<file path="config.mk">
export PLATFORM = sky130hd
export DESIGN_NAME = smf_engine
export DESIGN_NICKNAME = d
export VERILOG_FILES = /design/src/hw/smf_pkg.sv /design/src/hw/smf_tick_div.sv /design/src/hw/smf_rx_mem.sv /design/src/hw/smf_engine.sv
export SDC_FILE = /design/constraint.sdc
export NUM_CORES = 1
export LEC_CHECK = 0
export ABC_AREA = 1
export BUFFER_PORTS_ARGS = -buffer_cell sky130_fd_sc_hd__clkbuf_2
export CORE_MARGIN = 2
export CORE_UTILIZATION = 35
export DETAILED_ROUTE_END_ITERATION = 8
export PLACE_DENSITY = 0.62
export SLEW_MARGIN = 30
export SYNTH_ARGS = -nofsm -noshare
export SYNTH_HDL_FRONTEND = slang
export SYNTH_HIERARCHICAL = 1
export SYNTH_SLANG_ARGS = --single-unit
export TNS_END_PERCENT = 100
</file>
<file path="constraint.sdc">
create_clock -name i_clock -period 6.1 [get_ports i_clock]
set_clock_uncertainty 0.2 [all_clocks]
set_input_delay 1.22 -clock i_clock [delete_from_list [all_inputs] [get_ports i_clock]]
set_output_delay 1.22 -clock i_clock [all_outputs]
set_load 0.02 [all_outputs]
</file>
<file path="src/hw/smf_pkg.sv">
package smf_pkg;

	// Pin routing selector codes
	localparam logic [3:0] FAULT_SEL_SERIAL = 4'h1;
	localparam logic [3:0] TDATA_SEL_SERIAL = 4'h4;

	// Field widths of the control word
	localparam int TX_CNT_W  = 4;
	localparam int RX_CNT_W  = 5;
	localparam int FRM_CNT_W = 5;

	// Buffer geometry
	localparam int TX_BYTES = 8;
	localparam int RX_BYTES = 16;
	localparam int RX_IDX_W = 4;
	localparam int TX_IDX_W = 3;

	// Reset values
	localparam logic CS_DIR_RESET  = 1'b1;
	localparam logic CS_IDLE_LEVEL = 1'b1;

	// Serial clock half period
	localparam int CLK_PERIOD_PS  = 5000;
	localparam int SCLK_HALF_NS   = 100;
	localparam int SCLK_HALF_CYC  = (SCLK_HALF_NS * 1000) / CLK_PERIOD_PS;

	typedef enum logic [1:0] {
		SMF_IDLE,
		SMF_XFER
	} smf_fsm_t;

endpackage

</file>
<file path="src/hw/smf_tick_div.sv">
`timescale 1ns/1ps
// Free running divider giving one-cycle enable pulses while run is high
module smf_tick_div
	import smf_pkg::*;
#(
	parameter int HALF_CYC = SCLK_HALF_CYC
) (
	// Clock and reset
	input  wire logic i_clock,
	input  wire logic i_arst_n,
	// Control
	input  wire logic i_run,
	// Enable out
	output logic      o_tick
);

	typedef struct packed {
		logic [15:0] cnt;
		logic        tick;
	} smf_div_t;

	smf_div_t s_ff;
	smf_div_t nxt_s;

	// Count down, restart on every pulse or when idle
	always_comb begin
		nxt_s      = s_ff;
		nxt_s.tick = 1'b0;
		if (!i_run) begin
			nxt_s.cnt = 16'(HALF_CYC - 1);
		end else if (s_ff.cnt == 16'h0000) begin
			nxt_s.cnt  = 16'(HALF_CYC - 1);
			nxt_s.tick = 1'b1;
		end else begin
			nxt_s.cnt = s_ff.cnt - 16'h0001;
		end
	end

	always_ff @(posedge i_clock or negedge i_arst_n) begin
		if (!i_arst_n) begin
			s_ff <= '0;
		end else begin
			s_ff <= nxt_s;
		end
	end

	assign o_tick = s_ff.tick;

endmodule // smf_tick_div

</file>
<file path="src/hw/smf_rx_mem.sv">
`timescale 1ns/1ps
// Receive buffer: byte writes, registered word reads
module smf_rx_mem
	import smf_pkg::*;
(
	// Clock and reset
	input  wire logic                i_clock,
	input  wire logic                i_arst_n,
	// Byte write port
	input  wire logic                i_wr,
	input  wire logic [RX_IDX_W-1:0] i_wr_idx,
	input  wire logic [7:0]          i_wr_byte,
	// Word read port
	input  wire logic [1:0]          i_rd_word,
	output logic      [31:0]         o_rd_data
);

	typedef struct packed {
		logic [RX_BYTES-1:0][7:0] mem;
		logic [31:0]              rd;
	} smf_mem_t;

	smf_mem_t s_ff;
	smf_mem_t nxt_s;

	// First byte lands in the low byte of word zero
	always_comb begin
		nxt_s = s_ff;
		if (i_wr) begin
			nxt_s.mem[i_wr_idx] = i_wr_byte;
		end
		nxt_s.rd = {s_ff.mem[{i_rd_word, 2'b11}], s_ff.mem[{i_rd_word, 2'b10}],
			s_ff.mem[{i_rd_word, 2'b01}], s_ff.mem[{i_rd_word, 2'b00}]};
	end

	always_ff @(posedge i_clock or negedge i_arst_n) begin
		if (!i_arst_n) begin
			s_ff <= '0;
		end else begin
			s_ff <= nxt_s;
		end
	end

	assign o_rd_data = s_ff.rd;

endmodule // smf_rx_mem

</file>
<file path="src/hw/smf_engine.sv">
`timescale 1ns/1ps
module smf_engine
	import smf_pkg::*;
#(
	parameter int HALF_CYC = SCLK_HALF_CYC
) (
	// Clock and reset
	input  wire logic                 i_clock,
	input  wire logic                 i_arst_n,
	// Control bits
	input  wire logic                 i_serial_enable_bit,
	input  wire logic [TX_CNT_W-1:0]  i_transmit_count,
	input  wire logic [RX_CNT_W-1:0]  i_receive_count,
	input  wire logic [FRM_CNT_W-1:0] i_frame_message_count,
	input  wire logic                 i_start_register_select,
	// Transmit word writes
	input  wire logic                 i_tx_first_wr,
	input  wire logic                 i_tx_second_wr,
	input  wire logic [31:0]          i_tx_wdata,
	// Status
	input  wire logic                 i_done_clear,
	output logic                      o_done_flag,
	output logic                      o_busy,
	// Receive word read
	input  wire logic [1:0]           i_rx_word_sel,
	output logic      [31:0]          o_rx_word,
	// Chip select pin function and direction
	input  wire logic                 i_chip_select_field_func,
	input  wire logic                 i_cs_dir_wr,
	input  wire logic                 i_cs_dir_val,
	input  wire logic                 i_cs_gp_out,
	output logic                      o_cs_dir,
	// Pin routing
	input  wire logic [3:0]           i_fault_mux_sel,
	input  wire logic [3:0]           i_tdata_mux_sel,
	// Pins
	output logic                      o_fault_pin_zero,
	output logic                      o_fault_pin_zero_oe,
	output logic                      o_fault_pin_one,
	output logic                      o_fault_pin_one_oe,
	output logic                      o_serial_out_pin,
	output logic                      o_serial_out_pin_oe,
	input  wire logic                 i_serial_in_pin,
	output logic                      o_cs_gp_in
);

	// Engine state apart from the divider and receive buffer, registered in one place
	typedef struct packed {
		smf_fsm_t               fsm;
		logic [31:0]            tx0;
		logic [31:0]            tx1;
		logic [TX_CNT_W-1:0]    tx_left;
		logic [RX_CNT_W-1:0]    rx_left;
		logic [TX_IDX_W-1:0]    tx_idx;
		logic [RX_IDX_W-1:0]    rx_idx;
		logic [2:0]             bit_cnt;
		logic [7:0]             sh;
		logic                   rx_phase;
		logic                   sclk;
		logic                   cs_act;
		logic [FRM_CNT_W-1:0]   msg_left;
		logic                   done;
		logic                   busy;
		logic                   cs_dir;
		logic                   in_meta;
		logic                   in_sync;
		logic                   cs_meta;
		logic                   cs_sync;
		logic                   pin_cs;
		logic                   pin_cs_oe;
		logic                   pin_clk;
		logic                   pin_clk_oe;
		logic                   pin_out;
		logic                   pin_out_oe;
	} smf_state_t;

	smf_state_t s_ff;
	smf_state_t nxt_s;
	// Divider pulse and receive buffer byte strobe
	logic       tick;
	logic       rx_wr;

	// Byte of the transmit buffer, low byte of each word first
	// The index wraps after eight, so counts above eight start over at word zero
	function automatic logic [7:0] tx_byte(input logic [31:0] w0, input logic [31:0] w1,
		input logic [TX_IDX_W-1:0] idx);
		logic [31:0] w;
		w = idx[2] ? w1 : w0;
		return w[{idx[1:0], 3'b000} +: 8];
	endfunction

	// Last bit of a byte, shared by the shifter and the buffer write
	function automatic logic byte_end(input logic [2:0] cnt);
		return cnt == 3'h7;
	endfunction

	// Serial routing decode, shared by the select and clock pins
	function automatic logic fault_route_on(input logic [3:0] sel);
		return sel == FAULT_SEL_SERIAL;
	endfunction

	// Half-period pulses; the divider reloads outside messages, so the
	// first rising edge comes a half period plus one clock after select falls
	smf_tick_div #(
		.HALF_CYC (HALF_CYC)
	) u_div (
		.i_clock  (i_clock),
		.i_arst_n (i_arst_n),
		.i_run    (s_ff.fsm == SMF_XFER),
		.o_tick   (tick)
	);

	// Receive buffer; wraps after sixteen bytes, so long reads overwrite
	smf_rx_mem u_rx (
		.i_clock   (i_clock),
		.i_arst_n  (i_arst_n),
		.i_wr      (rx_wr),
		.i_wr_idx  (s_ff.rx_idx),
		.i_wr_byte (s_ff.sh),
		.i_rd_word (i_rx_word_sel),
		.o_rd_data (o_rx_word)
	);

	// Receive byte completes on the falling edge of its last bit; the shift
	// register already holds all eight bits at that edge
	assign rx_wr = (s_ff.fsm == SMF_XFER) && tick && s_ff.sclk && s_ff.rx_phase
		&& byte_end(s_ff.bit_cnt);

	// Message sequencing, frame tracking and pin routing
	always_comb begin
		logic start;
		logic fin;
		start   = 1'b0;
		fin     = 1'b0;
		nxt_s   = s_ff;

		// Serial input synchroniser; its two-cycle lag bounds the shortest
		// usable half period, since data must settle before the rising edge
		nxt_s.in_meta = i_serial_in_pin;
		nxt_s.in_sync = s_ff.in_meta;
		// Select pin readback, delayed like a pin input
		nxt_s.cs_meta = s_ff.pin_cs;
		nxt_s.cs_sync = s_ff.cs_meta;

		// Transmit words are plain storage
		// Writes while busy still land and change the bytes not yet sent
		if (i_tx_first_wr) begin
			nxt_s.tx0 = i_tx_wdata;
		end
		if (i_tx_second_wr) begin
			nxt_s.tx1 = i_tx_wdata;
		end
		if (i_cs_dir_wr) begin
			nxt_s.cs_dir = i_cs_dir_val;
		end

		unique case (s_ff.fsm)
			SMF_IDLE: begin
				// Only the selected word's write launches; the other only stores
				start = i_serial_enable_bit && (i_start_register_select ?
					i_tx_second_wr : i_tx_first_wr);
			end
			SMF_XFER: begin
				// Rising edge samples into the shifter, falling edge counts bits and shifts transmit data
				if (tick && !s_ff.sclk) begin
					nxt_s.sclk = 1'b1;
					if (s_ff.rx_phase) begin
						nxt_s.sh = {s_ff.sh[6:0], s_ff.in_sync};
					end
				end else if (tick) begin
					nxt_s.sclk    = 1'b0;
					nxt_s.bit_cnt = s_ff.bit_cnt + 3'h1;
					if (!s_ff.rx_phase) begin
						nxt_s.sh = {s_ff.sh[6:0], 1'b0};
					end
					if (byte_end(s_ff.bit_cnt)) begin
						if (s_ff.rx_phase) begin
							nxt_s.rx_left = s_ff.rx_left - 5'h01;
							nxt_s.rx_idx  = s_ff.rx_idx + 4'h1;
						end else begin
							nxt_s.tx_left = s_ff.tx_left - 4'h1;
							nxt_s.tx_idx  = s_ff.tx_idx + 3'h1;
						end
						// Pick the next byte: transmit first, then receive
						if (nxt_s.tx_left != '0) begin
							nxt_s.sh = tx_byte(s_ff.tx0, s_ff.tx1, nxt_s.tx_idx);
						end else if (nxt_s.rx_left != '0) begin
							nxt_s.rx_phase = 1'b1;
							nxt_s.sh       = 8'h00;
						end else begin
							fin = 1'b1;
						end
					end
				end
			end
		endcase

		// Launch: counts are latched here only, so software may rewrite them
		// as soon as the done flag is seen, ahead of the next start
		if (start) begin
			nxt_s.tx_left  = i_transmit_count;
			nxt_s.rx_left  = i_receive_count;
			nxt_s.tx_idx   = '0;
			nxt_s.rx_idx   = '0;
			nxt_s.bit_cnt  = 3'h0;
			nxt_s.sclk     = 1'b0;
			nxt_s.cs_act   = 1'b1;
			nxt_s.rx_phase = (i_transmit_count == '0);
			nxt_s.sh       = (i_transmit_count == '0) ? 8'h00 :
				tx_byte(nxt_s.tx0, nxt_s.tx1, '0);
			// The frame count is taken only by the first message of a frame
			if (s_ff.msg_left == '0) begin
				nxt_s.msg_left = (i_frame_message_count == '0) ? 5'h01 :
					i_frame_message_count;
			end
			if (i_transmit_count == '0 && i_receive_count == '0) begin
				fin = 1'b1;
			end else begin
				nxt_s.fsm = SMF_XFER;
			end
		end

		// End of message: flag, frame count, select release
		// Select stays low between messages until the frame count runs out
		if (fin) begin
			nxt_s.fsm      = SMF_IDLE;
			nxt_s.sclk     = 1'b0;
			nxt_s.msg_left = nxt_s.msg_left - 5'h01;
			if (nxt_s.msg_left == '0) begin
				nxt_s.cs_act = 1'b0;
			end
		end
		nxt_s.done = (s_ff.done && !i_done_clear) || fin;

		// Disable aborts everything and frees the select line
		// An aborted message leaves the done flag as it was
		if (!i_serial_enable_bit) begin
			nxt_s.fsm      = SMF_IDLE;
			nxt_s.sclk     = 1'b0;
			nxt_s.cs_act   = 1'b0;
			nxt_s.msg_left = '0;
		end

		// Busy as a flop of its own, so the status output needs no decode
		nxt_s.busy = (nxt_s.fsm == SMF_XFER);

		// Registered pin routing
		nxt_s.pin_cs     = i_chip_select_field_func ? i_cs_gp_out :
			(nxt_s.cs_act ? ~CS_IDLE_LEVEL : CS_IDLE_LEVEL);
		nxt_s.pin_cs_oe  = fault_route_on(i_fault_mux_sel) &&
			(!i_chip_select_field_func || nxt_s.cs_dir);
		nxt_s.pin_clk    = nxt_s.sclk;
		nxt_s.pin_clk_oe = fault_route_on(i_fault_mux_sel);
		nxt_s.pin_out    = nxt_s.rx_phase ? 1'b0 : nxt_s.sh[7];
		nxt_s.pin_out_oe = (i_tdata_mux_sel == TDATA_SEL_SERIAL);
	end

	// State register; reset parks the select pin at its idle level and
	// the direction bit at output
	always_ff @(posedge i_clock or negedge i_arst_n) begin
		if (!i_arst_n) begin
			s_ff        <= '0;
			s_ff.fsm    <= SMF_IDLE;
			s_ff.cs_dir <= CS_DIR_RESET;
			s_ff.pin_cs <= CS_IDLE_LEVEL;
		end else begin
			s_ff <= nxt_s;
		end
	end

	// Outputs straight from state
	assign o_done_flag         = s_ff.done;
	assign o_busy              = s_ff.busy;
	assign o_cs_dir            = s_ff.cs_dir;
	assign o_cs_gp_in          = s_ff.cs_sync;
	assign o_fault_pin_zero    = s_ff.pin_cs;
	assign o_fault_pin_zero_oe = s_ff.pin_cs_oe;
	assign o_fault_pin_one     = s_ff.pin_clk;
	assign o_fault_pin_one_oe  = s_ff.pin_clk_oe;
	assign o_serial_out_pin    = s_ff.pin_out;
	assign o_serial_out_pin_oe = s_ff.pin_out_oe;

endmodule // smf_engine

</file>
[Word level (Yosys, flattened, before mapping)]
Cells that the tools add are included.
Storage, ports and cells
  word-level logic and storage cells: 174
  flip-flop bits (word level): 290
  output and inout port bits: 42
Cells by class
  add/sub/neg operators: 7
  mux-type cells: 71
  equality and inequality tests: 9
  reductions and logical operators: 34
  magnitude comparators: 6
  shifts and indexed selects: 1
Operators with widths (number)
  128-bit bitwise mux: 1
  8-bit two-way mux: 11
  8-bit binary-select mux with 2-bit select: 4
  29-bit two-way mux: 2
  16-bit two-way mux: 3
  35-bit two-way mux: 1
  5-bit two-way mux: 7
  8-bit demux with 4-bit select: 1
  32-bit two-way mux: 1
  32-bit by 6-bit indexed part select with 8-bit output: 1
  4-bit by 5-bit less-than comparator with 1-bit output, second input constant: 5
  4-bit two-way mux: 6
  5-bit zero test: 4
  1-bit two-way mux: 20
  19-bit two-way mux: 1
  9-bit two-way mux: 2
  16-bit zero test: 1
  16-bit by 1-bit subtractor with 16-bit output, second input constant: 1
  3-bit two-way mux: 5
  7-bit two-way mux: 2
  1-bit logical AND: 10
  5-bit by 1-bit subtractor with 5-bit output, second input constant: 2
  2-bit two-way mux: 4
  2-bit nonzero test: 4
  23 further kinds: 29

[Longest topological paths before layout]
Gate-level depths: netlist (run 1).
  depth after elaboration: 21
  mapped depth: 17
  gate-level depth less buffers: 17

[Hierarchy]
The synthesis (run 1) kept the hierarchy.
Modules (own cells, without submodules)
  smf_rx_mem: seq. area each 4003.8 µm², cells each 918, instances 1, area each 7898.8 µm²
  smf_engine: seq. area each 2830.2 µm², cells each 750, instances 1, area each 5795.6 µm²
  smf_tick_div: seq. area each 425.4 µm², cells each 117, instances 1, area each 979.7 µm²

[Worst setup path before layout (run 1)]
Ideal clock, no wire load.
  path type: input-to-reg
  start point: in i_tx_first_wr
  end point: reg s_ff, in the netlist o_fault_pin_zero
  slack: 3.121 ns
  setup time: 0.060 ns
  arrival: 2.719 ns
  stages: 16
  required time: 5.840 ns
  cell sequence: buf_2 -> inv_1 -> o21ai_1 -> nand2_1 -> nor2_2 -> nand2_1 -> nand2_1 -> inv_2 -> ha_1 -> nand3_1 -> nand3_1 -> nor2_1 -> nand3_1 -> nand2_1 -> nand2_1 -> nand2_1
RTL lines
  start, declared: RTL line smf_engine.sv:17  | input wire logic i_tx_first_wr,
  end signal, assigned: RTL line smf_engine.sv:267  | s_ff <= nxt_s;
  end, declared: RTL line smf_engine.sv:77  | smf_state_t s_ff;

==> results of run 1 <==
[Yosys cell counts (12+ instances only)]
master    instances
buf_4            38
dfrtp_1         288
nor2_1           43
clkbuf_1         44
o21ai_0         119
nand2_2          13
nor2_4           16
inv_1           161
nand3_1          70
o21bai_2         20
o21bai_1         15
o211ai_1         29
buf_6            13
a21oi_1          75
nor2_2           23
nand4_1          53
nand2_1         648
buf_2            22
inv_2            12
[placed cells by master (no fill, tap or decap), types with 3 or more instances in the layout]
cell type / n
dfrtp_1: 288
nor2_2: 22
inv_1: 161
clkinv_2: 6
nand4_1: 53
o21bai_1: 15
nor2_8: 7
nand3_2: 7
o21ai_0: 119
nor2_1: 43
buf_4: 8
a21oi_1: 75
ha_1: 9
clkbuf_2: 107
clkbuf_8: 3
nand3_1: 70
a221oi_1: 4
o21bai_2: 20
xnor2_1: 5
inv_6: 4
clkbuf_16: 36
inv_2: 12
clkbuf_1: 8
nand2_1: 648
o21ai_1: 5
o211ai_1: 29
o22ai_1: 3
nor2_4: 17
nand3_4: 5
nand2_2: 12
nand2_4: 3
nand2_8: 3
[metal layers]
layer	part of all wire	track usage	routed length [um]	vias up
li1	-	-	-	5754
met1	0.46	0.232	16300	5484
met2	0.46	0.265	16100	300
met3	0.052	0.0242	1810	54
met4	0.024	0.0559	852	0
met5	0	0	0	-
[flip-flops by register name, indices dropped and copies added (netlist names), 2 cells and up]
signal	cells
u_rx/s_ff	128
s_ff	101
u_div/s_ff	16
u_rx/o_rd_data	32
nxt_s	2
[through the flow]
| step | worst slack [ps] | area [sq um] |
|---|---|---|
| floorplan | 3120 | 14700 |
| global placement | 1690 | 15300 |
| detailed placement | 1500 | 15300 |
| CTS | 2080 | 16300 |
| global route | 1720 | 16400 |
| finish | 2070 | 16400 |
[cells by family after synthesis]
group,after synthesis
AOI/OAI and AO/OA,282
DFF,290
and+or+nand+nor,897
buffers and inverters,298
xor gates and xnor gates,8
adders and majority gates,9
muxes,1
[final cells by class]
class,instances,area (sq um),share of cell area
inverter,178,686,0.0419
tap,539,674,0.0412
multi-input combinational,1197,6020,0.368
clock inverter,10,92.6,0.00566
clock buffer,47,972,0.0594
timing repair buffer,118,658,0.0402
sequential,290,7260,0.444
[worst max-delay path by stage]
stage                  start                to  slack [ps]  cells past startpoint
3_5_place_dp   i_tx_first_wr          s_ff[42]        1500                     10
3_3_place_gp   i_tx_first_wr          s_ff[41]        1690                     10
5_1_grt        i_tx_first_wr          s_ff[42]        1720                     10
2_1_floorplan  i_tx_first_wr  o_fault_pin_zero        3120                     16
6_report       i_tx_first_wr          s_ff[42]        2070                     10
4_1_cts        i_tx_first_wr          s_ff[42]        2080                     10
[power groups by stage]
| stage | Combinational, mW | Clock (mW) | Sequential (mW) |
|---|---|---|---|
| 2_1_floorplan | 0.453 | 0 | 2.10 |
| 3_3_place_gp | 0.521 | 0 | 2.21 |
| 3_5_place_dp | 0.529 | 0 | 2.21 |
| 4_1_cts | 0.532 | 2.04 | 2.18 |
| 5_1_grt | 0.606 | 2.11 | 2.19 |
| 6_report | 0.529 | 1.97 | 2.18 |
==> summary.txt, run 1 <==
Run status
  – Outcome: finished, final reports clean

Critical path
  – Top Family by Delay on Critical Path: buffers and inverters
  – R2R cell count: 11
  – Crit path buf inv count: 5
  – CP Class: in -> reg
  – Reg2Reg Setup Slack: 2900 ps
  – Max stage delay on crit path: 720 ps
  – Crit-path cells: clkbuf_2 > buf_4 > inv_1 > o21ai_1 > nand2_1 > inv_2 > nor2_1 > inv_1 > nand3_1 > o211ai_1
  – Crit path max fanout: 45
  – Arr. time, crit path: 4260 ps
  – Worst Setup End Kind: register
  – Required time of the critical path: 6330 ps
  – R2r endpoint: u_rx/s_ff[152]
  – Slowest CP cell: nor2_1
  – Reg2Reg Launch Point: o_fault_pin_one
  – Most frequent CP cell: inv_1
  – Nature of the critical path startpoint: input port

Finish
  – Fillers: 4273
  – Layout area overhead: 11.5%
  – Number of antenna cells inserted: 0
  – Core Util, Final: 0.393
  – Share of cells above drive strength 1: 0.157
  – Post-Layout Cell Count: 2379
  – Final nets: 1897

STA
  – Final hold slack: 164 ps
  – Fin crit share: 0.661
  – Final setup fails: 0
  – Fmax: 248 MHz
  – RSZ-0062 raised after global routing: false
  – Slew headroom: 0.395
  – Tightest Pin Transition: 904 ps
  – Hold Fails Final Rpt: 0
  – Max-slew violations: 0
  – TNS Setup: 0 ps
  – Crit path time final: 4030 ps

Die
  – I/O pin count: 110
  – Starting Density: 0.352
  – Die width: 209 um
  – Die area: 43600 sq um
  – Die Height: 209 um
  – Total core area: 41700 sq um
  – Rows: 75

Drt
  – WL/cell: 14.7 um
  – Drt initial violations: 742
  – WL final: 35100 um
  – Via Count: 11.6k
  – Vias per cell: 4.87
  – Routed Antenna Nets: 0
  – TritonRoute pass-1 iters: 5
  – DRC Markers: 0

CTS
  – Hold buffer count at CTS: 0
  – H-tree depth: 2
  – Sinks on Clock Net: 290
  – Post-CTS Setup Inserts: 0
  – Longest Clk Path Bufs: 3
  – Root Driver: clkbuf_16
  – # resized after CTS: 0
  – Clock buffers created by TritonCTS: 35
  – Clk_lat worst skew: 550 ps
  – CTS tree: built
  – CTS clk-pin slew, worst paths: 60 ps

Power
  – Switch Pwr: 1.33 mW
  – P per Cell Area: 286 nW/um^2
  – Switching Share: 0.286
  – Worst VDD drop: 0.139 mV
  – Total power: 4.67 mW
  – P_int: 3.34 mW
  – Comb pwr share: 0.113
  – Leak pwr: 8.18 nW
  – Seq pwr share: 0.466
  – Clk pwr share: 0.421

Yosys
  – Area contributors post-synth: dfrtp_1, nand2_1, inv_1
  – Post-Synth XOR/XNOR Area: 0.00529
  – Sequential share of the synthesized area: 0.495
  – Async SR Flop Fraction: 1.00
  – Post-synth design cell area: 14700 sq um
  – Post-Synth Adder-Cell Area: 0.00767
  – Largest area contributor in the netlist: dfrtp_1
  – Mean Syn Cell Area: 8.22 sq um
  – Library cells used by synthesis: 52
  – Synthesis Warnings: 6
  – Simple-Gate Fraction of Synth Area: 0.280
  – #FFs+latches synth: 290
  – Post-Syn Nets: 1862
  – Synth Instances: 1785
  – Area share of the largest cell type after synthesis: 0.491
  – Number of synthesized flops with an enable pin: 0
  – Compound-Gate Fraction of Synth Area: 0.116
  – Ys flop type: dfrtp_1
  – Mux cell area share after synthesis: 0.000767
  – Largest family of logic cells by synthesized area: simple AND/OR/NAND/NOR gates

Placed design
  – Dpl hpwl: 22200 um
  – Gp weighted congestion: 0.793
  – Placed Cells incl. Taps: 2321
  – Buffers on Ports: 109

Worst hold path
  – HP Start: nxt_s[8]
  – Worst Hold Depth: 0
  – Hold EP: s_ff[8]
  – Hold Path Class: reg -> reg

Global routing
  – First-pass GRT wire length: 59500 um
  – Vias in the first global route: 11.4k
  – Largest net degree at the start of global routing: 134
  – All-Layer GR Usage: 0.166
  – GRT overflow: 0
  – Initial antenna violation count: 0

Job
  – Total of max-cap violations: 0
(Power assumes the default switching activity.)
==> inputs of run 2 (changes only) <==
clock period = 3.8 ns   (was 6.1 ns; I/O delays follow)
==> run 2 against run 1 <==
Against the previous run: worst setup slack got worse by 1400 ps; register-to-register slack got worse by 2200 ps; worst hold slack got worse by 120 ps; non-clock buffer count rose by 9; combinational power rose by 70%; total power rose by 64%.
==> summary.txt, run 2 (synthesis results as in run 1) <==
Run status
  – Outcome: finished, final reports clean

Finish
  – Share of cells above drive strength 1: 0.164
  – Fillers: 4283
  – Most flops, register: u_rx/s_ff
  – Final nets: 1907
  – Cell area after layout: 16500 sq um
  – Commonest non-fill, non-tap cell in the layout: nand2_1
  – Layout area overhead: 12.6%
  – Max FFs per register: 128
  – Number of antenna cells inserted: 0
  – Most frequent cells in the layout: nand2_1, dfrtp_1, inv_1

Placed design
  – Pre-CTS setup slack: 612 ps
  – Placed Area: 15400 sq um
  – Gp weighted congestion: 0.847
  – Buffers on Ports: 109
  – Dpl hpwl: 23200 um

STA
  – Slew headroom: 0.329
  – Max-slew violations: 0
  – Final worst slack: 679 ps
  – Final setup fails: 0
  – Crit path time final: 3120 ps
  – RSZ-0062 raised after global routing: false
  – Fmax: 320 MHz
  – Fin crit share: 0.821
  – Tightest Pin Transition: 1010 ps
  – Hold Fails Final Rpt: 0
  – TNS Setup: 0 ps

Global routing
  – Vias in the first global route: 11.7k
  – GRT overflow: 0
  – All-Layer GR Usage: 0.171
  – Initial antenna violation count: 0
  – First-pass GRT wire length: 60800 um
  – Largest net degree at the start of global routing: 85

Die
  – I/O pin count: 110
  – Total core area: 41700 sq um
  – Starting Density: 0.352
  – Die area: 43600 sq um
  – Die Height: 209 um
  – Rows: 75
  – Die width: 209 um

Critical path
  – Arr. time, crit path: 3370 ps
  – CP Class: reg -> reg
  – Slowest CP cell: nor2_4
  – Worst Setup End Kind: register
  – Crit-path cells: nand2_1 > nor2_4 > inv_2 > nor2_4 > inv_1 > nor2_4 > nand3_4 > nor2_4 > nand2_1 > nand2_1
  – Required time of the critical path: 4050 ps
  – Max stage delay on crit path: 560 ps
  – Most frequent CP cell: nor2_4
  – R2R cell count: 10
  – Crit path max fanout: 22
  – Nature of the critical path startpoint: register

CTS
  – Clk_lat worst skew: 530 ps
  – CTS clk-pin slew, worst paths: 50 ps
  – CTS tree: built
  – Sinks on Clock Net: 290
  – Longest Clk Path Bufs: 3
  – Clock buffers created by TritonCTS: 36
  – Post-CTS Setup Inserts: 0
  – Hold buffer count at CTS: 0
  – # resized after CTS: 0
  – H-tree depth: 2
  – Root Driver: clkbuf_16

Drt
  – Drt initial violations: 778
  – WL/cell: 15.2 um
  – Routed Antenna Nets: 0
  – Via Count: 11.7k
  – Vias per cell: 4.86
  – WL final: 36400 um
  – DRC Markers: 0
  – TritonRoute pass-1 iters: 5

Power
  – Leak pwr: 8.28 nW
  – P per Cell Area: 464 nW/um^2
  – Worst VDD drop: 0.260 mV

Worst hold path
  – Hold Path Class: in -> async

Job
  – Total of max-cap violations: 0
## run 2: cell count changes in the layout (fill, tap and decap cells not counted)
cell	delta
buf_12	+4
buf_16	-1
buf_4	+6
clkbuf_1	-1
clkbuf_8	+4
clkinv_2	+4
nand2_2	+1
nand2_4	-1
## run 2: report_power, final
| part | switching [mW] | internal, mW |
|---|---|---|
| sequential | 0.238 | 3.23 |
| combinational | 0.616 | 0.281 |
| clock | 1.34 | 1.95 |
| total | 2.19 | 5.47 |
## run 2: cell type report
type | instances | area, sq um | share of cell area
well taps | 539 | 674 | 0.0408
clock inverters | 14 | 113 | 0.00681
multi-input cells | 1197 | 6020 | 0.364
inverters | 178 | 686 | 0.0415
repair buffers | 127 | 756 | 0.0457
clock buffers | 50 | 1020 | 0.0619
flip-flops and latches | 290 | 7260 | 0.439
## run 2: final timing paths
| path | startpoint | to | slack (ps) |
|---|---|---|---|
| hold / removal | i_arst_n | u_rx/o_rd_data[13] | 40 |
| min in group i_clock | i_serial_in_pin | nxt_s[8] | 130 |
| max in group asynchronous | i_arst_n | o_fault_pin_zero | 2480 |
| hold reg to reg | nxt_s[6] | o_cs_gp_in | 180 |
| setup reg to reg | o_fault_pin_one | u_rx/s_ff[107] | 680 |
| setup / recovery | o_fault_pin_one | u_rx/s_ff[107] | 680 |
## run 2: critical path, delay by kind of cell, from the launching register on
| kind | cells | cell delay [ps] |
|---|---|---|
| buf+inv | 2 | 260 |
| flops | 1 | 520 |
| simple gates | 8 | 2040 |
## run 2: metal layers
metal  track usage  vias up  wire length [um]  part of all wire
met5             0        -                 0                 0
met4        0.0507        0               793             0.022
met3        0.0251       53              1820             0.050
met2         0.279      270             16600              0.46
met1         0.237     5556             17200              0.47
li1              -     5772                 -                 -
## run 2: metrics by stage
stage | std cells | utilization | total power [mW] | hold WS, ps
global placement | 2331 | 0.369 | 4.41 | 165
floorplan | 1785 | - | 4.09 | 131
finish | 2395 | 0.397 | 7.66 | 39.4
global route | 2395 | 0.397 | 8.04 | 93.9
CTS | 2395 | 0.397 | 7.77 | 66.0
detailed placement | 2331 | 0.369 | 4.43 | 166
